### config.mk
export PLATFORM = sky130hd
export DESIGN_NAME = usbs_ctrl
export DESIGN_NICKNAME = d
export VERILOG_FILES = /design/src/usbs_pkg.sv /design/src/usbs_ctrl.sv
export SDC_FILE = /design/constraint.sdc
export NUM_CORES = 1
export LEC_CHECK = 0
export BUFFER_PORTS_ARGS = -buffer_cell sky130_fd_sc_hd__clkbuf_2
export CAP_MARGIN = 20
export CORE_MARGIN = 2
export CORE_UTILIZATION = 45
export CTS_CLUSTER_DIAMETER = 150
export CTS_CLUSTER_SIZE = 10
export DETAILED_ROUTE_END_ITERATION = 8
export GPL_TIMING_DRIVEN = 1
export PLACE_DENSITY = 0.67
export SYNTH_ARGS = -nofsm -noshare
export SYNTH_HDL_FRONTEND = slang
export SYNTH_SLANG_ARGS = --single-unit
### constraint.sdc
create_clock -name clk_sys_in -period 2.4 [get_ports clk_sys_in]
set_input_delay 0 -clock clk_sys_in [delete_from_list [all_inputs] [get_ports clk_sys_in]]
set_output_delay 0 -clock clk_sys_in [all_outputs]
set_load 0.02 [all_outputs]
### src/usbs_pkg.sv
package usbs_pkg;
    // Register byte offsets
    localparam logic [7:0] USBS_OFF_CTRL = 8'h00;
    localparam logic [7:0] USBS_OFF_STAT = 8'h04;
    localparam logic [7:0] USBS_OFF_MASK = 8'h08;
    localparam logic [7:0] USBS_OFF_EP0 = 8'h0C;
    localparam logic [7:0] USBS_OFF_XIE = 8'h10;
    localparam logic [7:0] USBS_OFF_DATA = 8'h20;
    localparam int USBS_NBYTES = 8;
    // usb_control fields
    localparam int CR_RESUME = 0;
    localparam int CR_REDIRECT = 1;
    localparam int CR_CLK_GATE = 2;
    localparam int CR_MOD_EN = 3;
    // usb_status_flags fields; bits 1 to 6 keep their positions in the mask register, whose bit 0 is MR_HALT
    localparam int SR_CONFIGURED = 0;
    localparam int SR_SETUP = 1;
    localparam int SR_SOF = 2;
    localparam int SR_CFG_CHG = 3;
    localparam int SR_BUS_RST = 4;
    localparam int SR_WAKE = 5;
    localparam int SR_SLEEP = 6;
    localparam int MR_HALT = 0;
    // ep0_control_status fields
    localparam int EP_RXCNT_LSB = 0;
    localparam int EP_TXCNT_LSB = 4;
    localparam int EP_TX_ARMED = 8;
    localparam int EP_TX_DONE = 9;
    localparam int EP_RX_FULL = 10;
    localparam int EP_RX_DONE = 11;
    localparam int USBS_NEP = 5;
    // Reset values
    localparam logic [7:0] USBS_RST_BYTE = 8'h00;
    localparam logic [3:0] USBS_RST_CNT = 4'h0;
    localparam logic [4:0] USBS_RST_XIE = 5'h00;
    // Handshake answers
    localparam logic [1:0] HS_NONE = 2'h0;
    localparam logic [1:0] HS_ACK = 2'h1;
    localparam logic [1:0] HS_NAK = 2'h2;
    localparam logic [1:0] HS_STALL = 2'h3;
    localparam logic [7:0] USBS_CFG_ONE = 8'h01;
    // Timing
    localparam int USBS_CLK_MHZ = 125;
    localparam int USBS_T_RESUME_US = 3000;
    localparam int USBS_T_IDLE_US = 3000;
    // Resume must exceed 3 ms: one cycle more than the exact count
    localparam int USBS_RESUME_CYC = USBS_T_RESUME_US * USBS_CLK_MHZ + 1;
    localparam int USBS_IDLE_CYC = USBS_T_IDLE_US * USBS_CLK_MHZ;
    typedef enum logic {RS_IDLE, RS_DRIVE} usbs_rs_e;
endpackage
### src/usbs_ctrl.sv
`timescale 1ns/1ps
`default_nettype none
// Overview of operation
// RQ1: Per-endpoint done enables raise interrupt; endpoint 0 enable covers both flags.
// RQ2: Resume request drives K only when suspended with remote wakeup allowed.
// RQ3: Forced resume is held for longer than 3 ms.
// RQ4: Configured bit reads 1 only for configuration one.
// RQ5: Setup flag sets on valid request packets without bus errors.
// RQ6: Status and endpoint 0 done flags clear on written zero.
// RQ7: Start-of-frame flag sets on each detected frame start.
// RQ8: Configuration change flag sets when a new configuration is accepted.
// RQ9: Bus reset sets flag; resets MCU unless redirected to interrupt.
// RQ10: Wake flag sets on bus activity during suspend.
// RQ11: Sleep flag sets on suspend state or 3 ms idle; enters suspend.
// RQ12: Software should gate the USB clock before stop mode.
// RQ13: Protocol halt stalls endpoint 0 tokens until next SETUP.
// RQ14: Each status flag has its own interrupt mask bit.
// RQ15: Bus reset interrupt needs flag, mask and redirect all set.
// RQ16: Endpoint 0 receive count holds size of last valid OUT.
// RQ17: Software writes transmit count before arming transmission.
// RQ18: Tx armed bit clears on good IN, valid SETUP or zero.
// RQ19: IN tokens are NAKed while tx armed bit is zero.
// RQ20: Tx done flag sets after IN completes; NAKs IN while set.
// RQ21: Rx full sets on stored data; software clears; NAK meanwhile.
// RQ22: Rx done sets on stored OUT or SETUP; NAKs OUT while set.
// RQ23: Eight data bytes read receive buffer and write transmit buffer.
// RQ24: Interrupt line is OR of every enabled flag.
module usbs_ctrl
    import usbs_pkg::*;
#(
    parameter int RESUME_CYC = USBS_RESUME_CYC,
    parameter int IDLE_CYC = USBS_IDLE_CYC
) (
    // Clock and reset
    input wire logic clk_sys_in,
    input wire logic srst_in,
    // APB slave
    input wire logic psel,
    input wire logic penable,
    input wire logic pwrite,
    input wire logic [7:0] paddr,
    input wire logic [31:0] pwdata,
    output logic [31:0] prdata,
    output logic pready,
    output logic pslverr,
    // Bus events from the serial engine, one-cycle pulses
    input wire logic setup_req_in,
    input wire logic pkt_err_in,
    input wire logic sof_in,
    input wire logic cfg_set_in,
    input wire logic [7:0] cfg_value_in,
    input wire logic bus_reset_in,
    input wire logic bus_activity_in,
    input wire logic suspend_state_in,
    // Bus levels
    input wire logic bus_idle_in,
    input wire logic remote_wake_en_in,
    // Endpoint 0 traffic from the serial engine
    input wire logic tok_in_in,
    input wire logic tok_out_in,
    input wire logic in_ack_in,
    input wire logic setup_stored_in,
    input wire logic out_stored_in,
    input wire logic [3:0] out_count_in,
    input wire logic rx_wr_in,
    input wire logic [2:0] rx_addr_in,
    input wire logic [7:0] rx_data_in,
    input wire logic [2:0] tx_addr_in,
    // Done flags of endpoints 1 to 4, levels
    input wire logic [3:0] xfer_done_flag_in,
    // Endpoint 0 answers
    output logic [1:0] ep0_in_hs_out,
    output logic [1:0] ep0_out_hs_out,
    output logic [7:0] tx_data_out,
    output logic [3:0] ep_zero_tx_count_out,
    // Bus drive and system
    output logic force_k_out,
    output logic usb_clock_gate_out,
    output logic usb_module_enable_out,
    output logic mcu_reset_out,
    output logic irq_out
);
    logic [31:0] prdata_q;
    logic pready_q;
    logic pslverr_q;
    logic [31:0] rd_d;
    logic hit_d;
    logic wr_en;
    logic [7:0] wr_byte;
    logic [7:0] ctrl_q;
    logic [6:0] flags_q;
    logic [6:0] mask_q;
    logic halt_q;
    logic [4:0] xie_q;
    logic [3:0] rx_count_q;
    logic [3:0] tx_count_q;
    logic tx_armed_q;
    logic tx_done_q;
    logic rx_full_q;
    logic rx_done_q;
    logic configured_q;
    logic suspended_q;
    logic [7:0] rx_buf [USBS_NBYTES];
    logic [7:0] tx_buf [USBS_NBYTES];
    logic [7:0] tx_data_q;
    logic [1:0] in_hs_q;
    logic [1:0] out_hs_q;
    usbs_rs_e rs_q;
    logic [31:0] rs_cnt_q;
    logic [31:0] idle_cnt_q;
    logic idle_hit;
    logic force_k_q;
    logic mcu_rst_q;
    logic irq_q;
    logic [6:0] flag_set;
    logic [4:0] done_vec;

    assign prdata = prdata_q;
    assign pready = pready_q;
    assign pslverr = pslverr_q;
    assign tx_data_out = tx_data_q;
    assign ep_zero_tx_count_out = tx_count_q;
    assign ep0_in_hs_out = in_hs_q;
    assign ep0_out_hs_out = out_hs_q;
    assign force_k_out = force_k_q;
    assign usb_clock_gate_out = ctrl_q[CR_CLK_GATE];
    assign usb_module_enable_out = ctrl_q[CR_MOD_EN];
    assign mcu_reset_out = mcu_rst_q;
    assign irq_out = irq_q;

    // A write takes effect only at the edge where pready is sampled high
    assign wr_en = psel && penable && pwrite && pready_q && hit_d;
    assign wr_byte = pwdata[7:0];

    always_comb begin
        rd_d = '0;
        hit_d = 1'b1;
        if (paddr >= USBS_OFF_DATA &&
            paddr < USBS_OFF_DATA + 8'(4 * USBS_NBYTES) &&
            paddr[1:0] == 2'b00) begin
            rd_d[7:0] = rx_buf[paddr[4:2]]; // see RQ23
        end else begin
            unique case (paddr)
                USBS_OFF_CTRL: begin
                    // Resume request is write-only and reads zero
                    rd_d[7:0] = {ctrl_q[7:1], 1'b0}; // see RQ2
                end
                USBS_OFF_STAT: begin
                    rd_d[6:0] = {flags_q[6:1], configured_q}; // see RQ4
                end
                USBS_OFF_MASK: begin
                    rd_d[6:0] = {mask_q[6:1], 1'b0}; // see RQ13
                end
                USBS_OFF_EP0: begin
                    rd_d[EP_RXCNT_LSB +: 4] = rx_count_q; // see RQ16
                    rd_d[EP_TX_ARMED] = tx_armed_q;
                    rd_d[EP_TX_DONE] = tx_done_q;
                    rd_d[EP_RX_FULL] = rx_full_q;
                    rd_d[EP_RX_DONE] = rx_done_q;
                end
                USBS_OFF_XIE: begin
                    rd_d[4:0] = xie_q;
                end
                default: begin
                    hit_d = 1'b0;
                end
            endcase
        end
    end

    // One wait state: answer is registered so pready comes from a flop
    always_ff @(posedge clk_sys_in) begin
        if (srst_in) begin
            pready_q <= 1'b0;
            prdata_q <= '0;
            pslverr_q <= 1'b0;
        end else if (psel && penable && !pready_q) begin
            pready_q <= 1'b1;
            prdata_q <= pwrite ? 32'h0000_0000 : rd_d;
            pslverr_q <= !hit_d;
        end else begin
            pready_q <= 1'b0;
            pslverr_q <= 1'b0;
        end
    end

    always_ff @(posedge clk_sys_in) begin
        if (srst_in) begin
            ctrl_q <= USBS_RST_BYTE;
            mask_q <= '0;
            xie_q <= USBS_RST_XIE;
        end else if (wr_en && paddr == USBS_OFF_CTRL) begin
            ctrl_q <= {wr_byte[7:1], 1'b0};
        end else if (wr_en && paddr == USBS_OFF_MASK) begin
            mask_q <= {wr_byte[6:1], 1'b0}; // see RQ14
        end else if (wr_en && paddr == USBS_OFF_XIE) begin
            xie_q <= wr_byte[4:0]; // see RQ1
        end
    end

    // Buffers are not reset, like the RAM behind them
    always_ff @(posedge clk_sys_in) begin
        if (rx_wr_in) begin
            rx_buf[rx_addr_in] <= rx_data_in;
        end
        if (wr_en && paddr >= USBS_OFF_DATA) begin
            tx_buf[paddr[4:2]] <= wr_byte; // see RQ23
        end
        tx_data_q <= tx_buf[tx_addr_in];
    end

    // Hardware event sources of the status flags
    always_comb begin
        flag_set = '0;
        flag_set[SR_SETUP] = setup_req_in && !pkt_err_in; // see RQ5
        flag_set[SR_SOF] = sof_in; // see RQ7
        flag_set[SR_CFG_CHG] = cfg_set_in &&
            cfg_value_in <= USBS_CFG_ONE; // see RQ8
        flag_set[SR_BUS_RST] = bus_reset_in; // see RQ9
        flag_set[SR_WAKE] = bus_activity_in && suspended_q; // see RQ10
        flag_set[SR_SLEEP] = suspend_state_in || idle_hit; // see RQ11
    end

    // Set wins over a clear written in the same cycle
    genvar gi;
    generate
        for (gi = 0; gi < 7; gi++) begin : g_flag
            always_ff @(posedge clk_sys_in) begin
                if (srst_in) begin
                    flags_q[gi] <= 1'b0;
                end else if (flag_set[gi]) begin
                    flags_q[gi] <= 1'b1;
                end else if (wr_en && paddr == USBS_OFF_STAT &&
                             !wr_byte[gi]) begin
                    flags_q[gi] <= 1'b0; // see RQ6
                end
            end
        end
    endgenerate

    always_ff @(posedge clk_sys_in) begin
        if (srst_in) begin
            configured_q <= 1'b0;
        end else if (cfg_set_in && cfg_value_in <= USBS_CFG_ONE) begin
            configured_q <= cfg_value_in == USBS_CFG_ONE; // see RQ4
        end
    end

    // Idle timer for the suspend detection
    assign idle_hit = idle_cnt_q == 32'(IDLE_CYC - 1);
    always_ff @(posedge clk_sys_in) begin
        if (srst_in || !bus_idle_in || suspended_q) begin
            idle_cnt_q <= '0;
        end else if (!idle_hit) begin
            idle_cnt_q <= idle_cnt_q + 32'd1; // see RQ11
        end
    end

    always_ff @(posedge clk_sys_in) begin
        if (srst_in) begin
            suspended_q <= 1'b0;
        end else if (flag_set[SR_SLEEP]) begin
            suspended_q <= 1'b1; // see RQ11
        end else if (bus_activity_in || bus_reset_in ||
                     (rs_q == RS_DRIVE && rs_cnt_q == '0)) begin
            suspended_q <= 1'b0;
        end
    end

    // Remote wakeup: drive K for the whole resume time, then leave suspend
    always_ff @(posedge clk_sys_in) begin
        if (srst_in) begin
            rs_q <= RS_IDLE;
            rs_cnt_q <= '0;
            force_k_q <= 1'b0;
        end else begin
            unique case (rs_q)
                RS_IDLE: begin
                    if (wr_en && paddr == USBS_OFF_CTRL &&
                        wr_byte[CR_RESUME] && suspended_q &&
                        remote_wake_en_in) begin
                        rs_q <= RS_DRIVE; // see RQ2
                        rs_cnt_q <= 32'(RESUME_CYC - 1);
                        force_k_q <= 1'b1;
                    end
                end
                RS_DRIVE: begin
                    if (rs_cnt_q == '0) begin
                        rs_q <= RS_IDLE;
                        force_k_q <= 1'b0;
                    end else begin
                        rs_cnt_q <= rs_cnt_q - 32'd1; // see RQ3
                    end
                end
            endcase
        end
    end

    // Protocol halt: set by software, cleared only by a SETUP or reset
    always_ff @(posedge clk_sys_in) begin
        if (srst_in || setup_stored_in) begin
            halt_q <= 1'b0;
        end else if (wr_en && paddr == USBS_OFF_MASK && wr_byte[MR_HALT]) begin
            halt_q <= 1'b1; // see RQ13
        end
    end

    always_ff @(posedge clk_sys_in) begin
        if (srst_in) begin
            tx_count_q <= USBS_RST_CNT;
            rx_count_q <= USBS_RST_CNT;
        end else begin
            if (wr_en && paddr == USBS_OFF_EP0) begin
                tx_count_q <= wr_byte[EP_TXCNT_LSB +: 4]; // see RQ17
            end
            if (out_stored_in) begin
                rx_count_q <= out_count_in; // see RQ16
            end
        end
    end

    always_ff @(posedge clk_sys_in) begin
        if (srst_in || in_ack_in || setup_stored_in) begin
            tx_armed_q <= 1'b0; // see RQ18
        end else if (wr_en && paddr == USBS_OFF_EP0) begin
            tx_armed_q <= pwdata[EP_TX_ARMED];
        end
    end

    always_ff @(posedge clk_sys_in) begin
        if (srst_in) begin
            tx_done_q <= 1'b0;
            rx_full_q <= 1'b0;
            rx_done_q <= 1'b0;
        end else begin
            if (in_ack_in) begin
                tx_done_q <= 1'b1; // see RQ20
            end else if (wr_en && paddr == USBS_OFF_EP0 &&
                         !pwdata[EP_TX_DONE]) begin
                tx_done_q <= 1'b0; // see RQ6
            end
            if (out_stored_in || setup_stored_in) begin
                rx_full_q <= 1'b1; // see RQ21
                rx_done_q <= 1'b1; // see RQ22
            end else if (wr_en && paddr == USBS_OFF_EP0) begin
                if (!pwdata[EP_RX_FULL]) begin
                    rx_full_q <= 1'b0;
                end
                if (!pwdata[EP_RX_DONE]) begin
                    rx_done_q <= 1'b0; // see RQ6
                end
            end
        end
    end

    // Handshake answer, valid one cycle after the token pulse
    always_ff @(posedge clk_sys_in) begin
        if (srst_in) begin
            in_hs_q <= HS_NONE;
            out_hs_q <= HS_NONE;
        end else begin
            in_hs_q <= HS_NONE;
            out_hs_q <= HS_NONE;
            if (tok_in_in) begin
                if (halt_q) begin
                    in_hs_q <= HS_STALL; // see RQ13
                end else if (!tx_armed_q || tx_done_q) begin
                    in_hs_q <= HS_NAK; // see RQ19 see RQ20
                end else begin
                    in_hs_q <= HS_ACK;
                end
            end
            if (tok_out_in) begin
                if (halt_q) begin
                    out_hs_q <= HS_STALL; // see RQ13
                end else if (rx_full_q || rx_done_q) begin
                    out_hs_q <= HS_NAK; // see RQ21 see RQ22
                end else begin
                    out_hs_q <= HS_ACK;
                end
            end
        end
    end

    // Without redirect a bus reset restarts the whole MCU
    always_ff @(posedge clk_sys_in) begin
        if (srst_in) begin
            mcu_rst_q <= 1'b0;
        end else begin
            mcu_rst_q <= bus_reset_in && !ctrl_q[CR_REDIRECT]; // see RQ9
        end
    end

    assign done_vec = {xfer_done_flag_in, tx_done_q || rx_done_q}; // see RQ1
    always_ff @(posedge clk_sys_in) begin
        if (srst_in) begin
            irq_q <= 1'b0;
        end else begin
            irq_q <= |(done_vec & xie_q) ||
                |(flags_q[6:1] & mask_q[6:1] & 6'b11_0111) ||
                (flags_q[SR_BUS_RST] && mask_q[SR_BUS_RST] &&
                 ctrl_q[CR_REDIRECT]); // see RQ14 see RQ15 see RQ24
        end
    end
endmodule
`default_nettype wire

==> results.sh, run 1 <==
export IMPL_grt_pass1_wl_um=41600
export IMPL_path_clk_slew_ns=0.06
export IMPL_ff2ff_setup_slack_ns=0.14
export IMPL_insertion_delay_ns=0.54
export IMPL_layout_drive_gt1_share_pct=23.6
export IMPL_syn_to_final_growth_pct=23.6
export IMPL_powerDensity_nw_per_um2=679
export IMPL_end_kind="flip-flop"
export IMPL_ys_ff_latch=261
export IMPL_drc=0
export IMPL_place_congestion=0.813
export IMPL_cp_start_kind="flip-flop"
export IMPL_synthSimpleGateAreaFrac_pct=15.4
export IMPL_rsz0062_at_grt="no"
export IMPL_first_pass_iters=5
export IMPL_crit_fanout=6
export IMPL_root_buffer="clkbuf_16"
export IMPL_yosysTopAreaCell="edfxtp_1"
export IMPL_holdWs_ns=0.0772
export IMPL_synth_top_family_by_area="simple AND/OR/NAND/NOR gates"
export IMPL_synth_edf_count=128
export IMPL_slew_limit_headroom_pct=38.0
export IMPL_drv_slew=0
export IMPL_drv_cap=0
export IMPL_synth_most_common_cell="dfxtp_1"
export IMPL_min_path_type="in2reg"
export IMPL_drt_iter0_markers=535
export IMPL_synth_top_cell_area_share_pct=34.7
export IMPL_status="finished, final reports clean"
export IMPL_synthTopCellsByArea="edfxtp_1 35%, dfxtp_1 24%, mux4_2 6.9%"
export IMPL_ys_warn_count=0
export IMPL_fin_crit_ns=2.26
export IMPL_place_ws_ns=0.0459
export IMPL_synth_adder_area_share_pct=0.339
export IMPL_fin_nets=1215
export IMPL_numPortBuffers=104
export IMPL_avgSynthCellArea_um2=12.2
export IMPL_grt_pass1_vias=7735
export IMPL_critPathKind="reg2reg"
export IMPL_post_route_period_util_pct=94.3
export IMPL_fin_tns_setup_ns=0
export IMPL_die_x_um=161
export IMPL_routed_wl_um=26400
export IMPL_fin_skew_ns=0.0138
export IMPL_core_area_um2=24200
export IMPL_synth_mux_area_share_pct=11.0
export IMPL_synthXorXnorAreaFrac_pct=1.66
export IMPL_setup_viol_count_final=0
export IMPL_cts_htree_levels=1
export IMPL_overflow=0
export IMPL_tritoncts="yes"
export IMPL_drt_wirelength_per_cell_um=18.1
export IMPL_required_ns=2.88
export IMPL_grt_max_degree=33
export IMPL_dpl_hpwl_um=17700
export IMPL_antenna_found_initial=1
export IMPL_die_area_um2=25900
export IMPL_async_flop_share_pct=0
export IMPL_setup_slack_ns=0.137
export IMPL_viasPerCell=5.52
export IMPL_synthTopCellsByCount="133 x dfxtp_1, 128 x edfxtp_1, 80 x nor2_1"
export IMPL_arrival_ns=2.75
export IMPL_start_util_pct=45.7
export IMPL_ioPinCount=145
export IMPL_yosysSeqAreaShare_pct=58.8
export IMPL_ant_nets=0
export IMPL_cts_path_max_buffers=3
export IMPL_clock_fmax_mhz=442
export IMPL_syn_inst=910
export IMPL_p_leak_uw=0.00518
export IMPL_synth_compound_area_share_pct=9.14
export IMPL_rows=57
export IMPL_synth_distinct_cells=66
export IMPL_clkSinkCount=261
export IMPL_ir_worst_vdd_uv=559
export IMPL_vias=8082
export IMPL_track_usage_pct=20.2
export IMPL_synth_top_flop_cell="dfxtp_1"
export IMPL_cts_buffers=30
export IMPL_synth_area_um2=11100
export IMPL_hold_viol=0
export IMPL_worst_slew_pin_slew_ns=0.927
export IMPL_die_height_um=161
-- worst max-delay path, stage by stage (launching register included) --
cell and delay (ns):
dfxtp_1 0.34, inv_1 0.11, ha_1 0.18, or3b_4 0.43, or2_1 0.26, or4_1 0.42, or4_1 0.40, nand2_1 0.07
-- report_power, final --
group | internal, uW | total (uW) | switching [uW] | leakage (uW)
clock network | 2300 | 3980 | 1690 | 0.000400
logic | 241 | 542 | 301 | 0.00254
registers | 4740 | 4770 | 27.7 | 0.00224
-- layer usage --
layer  vias to the layer above  GRT usage (%)  share of wire [%]
met5                         -              0                  0
met4                         0           6.17                2.2
met3                        37           2.45                5.0
met2                       243           34.0                 49
met1                      3930           27.5                 44
li1                       3872              -                  -
-- metrics by stage --
| step | power (uW) | util [%] | cells | area, um^2 |
|---|---|---|---|---|
| after floorplan | 5150 | - | 929 | 11200 |
| after global placement | 5320 | 50.0 | 1344 | 12100 |
| after detailed placement | 5330 | 50.0 | 1344 | 12100 |
| after CTS | 9390 | 56.0 | 1453 | 13600 |
| after global routing | 9590 | 56.4 | 1463 | 13700 |
| final | 9290 | 56.4 | 1463 | 13700 |
-- cell families after synthesis --
| logic type | Yosys count |
|---|---|
| AND/OR/NAND/NOR | 315 |
| AO/OA/AOI/OAI | 153 |
| multiplexers | 78 |
| flip-flops | 261 |
| XOR/XNOR | 21 |
| other | 1 |
| buffers and inverters | 78 |
| adder cells (fa/ha/maj) | 3 |
-- cell usage in the layout, fill, tap and decap left out, types with 30 or more instances in the layout --
master         count
nor2_1            80
o21ai_0           32
buf_4             57
nand3_1           31
dlygate4sd3_1     61
a21oi_1           49
clkbuf_16         30
dfxtp_1          132
mux2i_1           32
mux4_2            34
nand2_1           50
edfxtp_1         128
clkbuf_2         104
-- registers in the layout, indices dropped and copies added, names as in the netlist, 2 cells and up --
register,flops
rx_buf,64
tx_buf,64
idle_cnt_q,32
rs_cnt_q,32
prdata,12
tx_data_out,8
ctrl_q,7
flags_q,6
mask_q,6
xie_q,5
ep_zero_tx_count_out,4
rx_count_q,4
ep0_in_hs_out,2
ep0_out_hs_out,2
-- final cells by class --
class	instances	area [um^2]
antenna	1	2.50
clock buffer	46	811
clock inverter	2	25.0
fill	2026	10600
inverter	14	52.6
multi-input combinational	590	4280
sequential	261	6510
tap	324	405
timing repair buffer	225	1600
-- worst paths after layout --
| path | start | endpoint | cells past startpoint |
|---|---|---|---|
| max reg2reg | rs_cnt_q[0] | rs_cnt_q[14] | 7 |
| max | rs_cnt_q[0] | rs_cnt_q[14] | 7 |
| min | rx_addr_in[1] | rx_buf[3][2] | 4 |
| min reg2reg | mask_q[4] | mask_q[4] | 2 |
-- timing repair --
action,in CTS,in global routing
hold buffers,61,1
gates resized for setup,0,12
hold endpoints to repair,227,1
buffers inserted,0,8
endpoints found under the setup margin,0,15
(Power assumes the default switching activity.)
==> run 2: changes to the inputs <==
--- a/config.mk
+++ b/config.mk
@@ -12,7 +12,7 @@
 export CTS_CLUSTER_DIAMETER = 150
 export CTS_CLUSTER_SIZE = 10
 export DETAILED_ROUTE_END_ITERATION = 8
-export GPL_TIMING_DRIVEN = 1
+export GPL_TIMING_DRIVEN = 0
 export PLACE_DENSITY = 0.67
 export SYNTH_ARGS = -nofsm -noshare
 export SYNTH_HDL_FRONTEND = slang
==> run 2 against run 1 <==
  * The flow now finishes with violations (negative hold slack)
  * Count of clock-buffer cells in the layout is 1 higher
  * Critical path type unchanged
  * Sequential cell count stayed put
  * Final cell count is 0.55% higher
  * Combinational power is 4.6% higher
  * Via count is 1.3% higher
  * Hold slack worse by 0.085 ns
  * Clock skew is 0.0045 ns higher
  * Register-to-register slack worse by 0.07 ns
  * Global-route usage is 0.88 points higher
  * Critical path depth is 2 higher
  * Die area stayed put
==> results.sh, run 2 (synthesis results as in run 1) <==
export IMPL_switchingPower_uw=2050
export IMPL_rsz0062_at_grt="yes"
export IMPL_critPathKind="reg2reg"
export IMPL_ir_worst_vdd_uv=570
export IMPL_p_leak_uw=0.00510
export IMPL_root_buffer="clkbuf_16"
export IMPL_post_route_period_util_pct=97.1
export IMPL_vias=8186
export IMPL_violations="negative hold slack"
export IMPL_hold_viol=6
export IMPL_final_cells=1471
export IMPL_setup_slack_ns=0.0687
export IMPL_ff2ff_setup_slack_ns=0.07
export IMPL_die_x_um=161
export IMPL_cp_start_kind="flip-flop"
export IMPL_cts_path_max_buffers=3
export IMPL_holdWs_ns=-0.00734
export IMPL_syn_to_final_growth_pct=23.0
export IMPL_drc=0
export IMPL_dpl_hpwl_um=18900
export IMPL_core_area_um2=24200
export IMPL_cts_buffers=30
export IMPL_end_kind="flip-flop"
export IMPL_multi_input_comb_area_um2=4320
export IMPL_drv_cap=0
export IMPL_worst_slew_pin_slew_ns=0.942
export IMPL_layout_drive_gt1_share_pct=21.9
export IMPL_clkSinkCount=261
export IMPL_clkPwrFrac_pct=42.9
export IMPL_numPortBuffers=97
export IMPL_reg2reg_to="rs_cnt_q[24]"
export IMPL_start_util_pct=45.7
export IMPL_rows=57
export IMPL_track_usage_pct=21.1
export IMPL_fin_nets=1222
export IMPL_die_area_um2=25900
export IMPL_fin_tns_setup_ns=0
export IMPL_mostFrequentLayoutCell="dfxtp_1"
export IMPL_drv_slew=0
export IMPL_antenna_found_initial=1
export IMPL_layout_common_cells="133 x dfxtp_1, 128 x edfxtp_1, 99 x clkbuf_2"
export IMPL_insertion_delay_ns=0.55
export IMPL_min_to="tx_data_out[4]"
export IMPL_rr_startpoint="rs_cnt_q[0]"
export IMPL_dpl_cell_count=1356
export IMPL_min_path_type="in2reg"
export IMPL_slew_limit_headroom_pct=36.6
export IMPL_crit_fanout=10
export IMPL_pwr_share_seq_pct=51.0
export IMPL_seqCellArea_um2=6510
export IMPL_pwr_share_comb_pct=6.1
export IMPL_hp_start="tx_addr_in[2]"
export IMPL_place_congestion=0.883
export IMPL_required_ns=2.86
export IMPL_viasPerCell=5.56
export IMPL_ant_nets=0
export IMPL_drt_wirelength_per_cell_um=18.7
export IMPL_tritoncts="yes"
export IMPL_post_route_util_pct=56.2
export IMPL_clock_fmax_mhz=429
export IMPL_cts_htree_levels=1
export IMPL_grt_max_degree=16
export IMPL_arrival_ns=2.80
export IMPL_grt_pass1_wl_um=42900
export IMPL_routed_wl_um=27600
export IMPL_status="finished, violations left"
export IMPL_fin_crit_ns=2.33
export IMPL_ff2ff_path_depth=9
export IMPL_whs_path_depth=2
export IMPL_grt_pass1_vias=7804
export IMPL_ioPinCount=145
export IMPL_dpl_cell_area_um2=12100
export IMPL_p_int_uw=7290
export IMPL_path_clk_slew_ns=0.06
export IMPL_drt_iter0_markers=783
export IMPL_overflow=0
export IMPL_die_height_um=161
export IMPL_powerDensity_nw_per_um2=686
export IMPL_fin_skew_ns=0.0183
export IMPL_p_sw_share_pct=22.0
export IMPL_place_ws_ns=-0.570
export IMPL_first_pass_iters=5
export IMPL_final_fill_count=2013
export IMPL_fin_area_um2=13600
export IMPL_setup_viol_count_final=0
[run 2: cell types whose count changed in the layout (fill, tap and decap cells not counted), sizes merged]
cell          before  now
clkbuf           150  169
buf               59   54
dlygate4sd3       61   56
dlymetal6s4s       1    0
[run 2: what timing repair did]
item | CTS | global route
hold buffers | 56 | 0
pin swaps | 0 | 7
hold endpoints to repair | 186 | 0
setup buffers | 0 | 8
gates resized for setup | 4 | 9
setup endpoints to repair | 33 | 57
[run 2: critical path, cell delays in order, from the launching register on]
cell and delay (ns):
dfxtp_1 0.33, inv_1 0.11, ha_1 0.15, nor4b_2 0.33
nand4_1 0.19, buf_4 0.22, o31ai_4 0.34, buf_6 0.21
nand2_2 0.09, a311oi_1 0.26
[run 2: routing by layer]
layer	routed length, um	up-vias	part of all wire [%]	GRT usage [%]
li1	-	3878	-	-
met1	12300	3976	45	29.1
met2	12900	283	47	34.8
met3	1580	49	5.7	3.02
met4	790	0	2.9	6.25
met5	0	-	0	0
[run 2: final cells by class]
cell class,count,area share (%)
Antenna cell,1,0.0184
Buffer,64,2.60
Clock buffer,47,5.98
Clock inverter,2,0.184
Inverter,14,0.386
Multi-Input combinational cell,590,31.7
Sequential cell,261,47.8
Tap cell,324,2.98
Timing Repair Buffer,168,8.40
[run 2: per-stage QoR]
| stage | hold WS, ns | total power [uW] |
|---|---|---|
| floorplan | 0.0793 | 5150 |
| global placement | 0.213 | 5340 |
| detailed placement | 0.213 | 5350 |
| CTS | 0.00209 | 9410 |
| global route | 0.0280 | 9660 |
| finish | -0.00734 | 9340 |
[run 2: power by group through the flow]
stage	sequential [uW]	clock [uW]	combinational [uW]
global placement	4860	0	488
CTS	4760	4080	566
detailed placement	4860	0	496
finish	4770	4000	567
floorplan	4870	0	278
global route	4770	4280	613
[run 2: worst max-delay path by stage]
stage                      startpoint           end  depth (start not counted)  slack [ns]
after global routing      rs_cnt_q[0]  rs_cnt_q[15]                         10       -0.07
after floorplan           rs_cnt_q[0]  rs_cnt_q[14]                          7        0.18
after global placement       paddr[1]  tx_buf[2][4]                          5       -1.26
after detailed placement     paddr[2]  tx_buf[3][6]                          5       -0.57
after CTS                 rs_cnt_q[0]  rs_cnt_q[24]                          8       -0.01
final                     rs_cnt_q[0]  rs_cnt_q[24]                          9        0.07
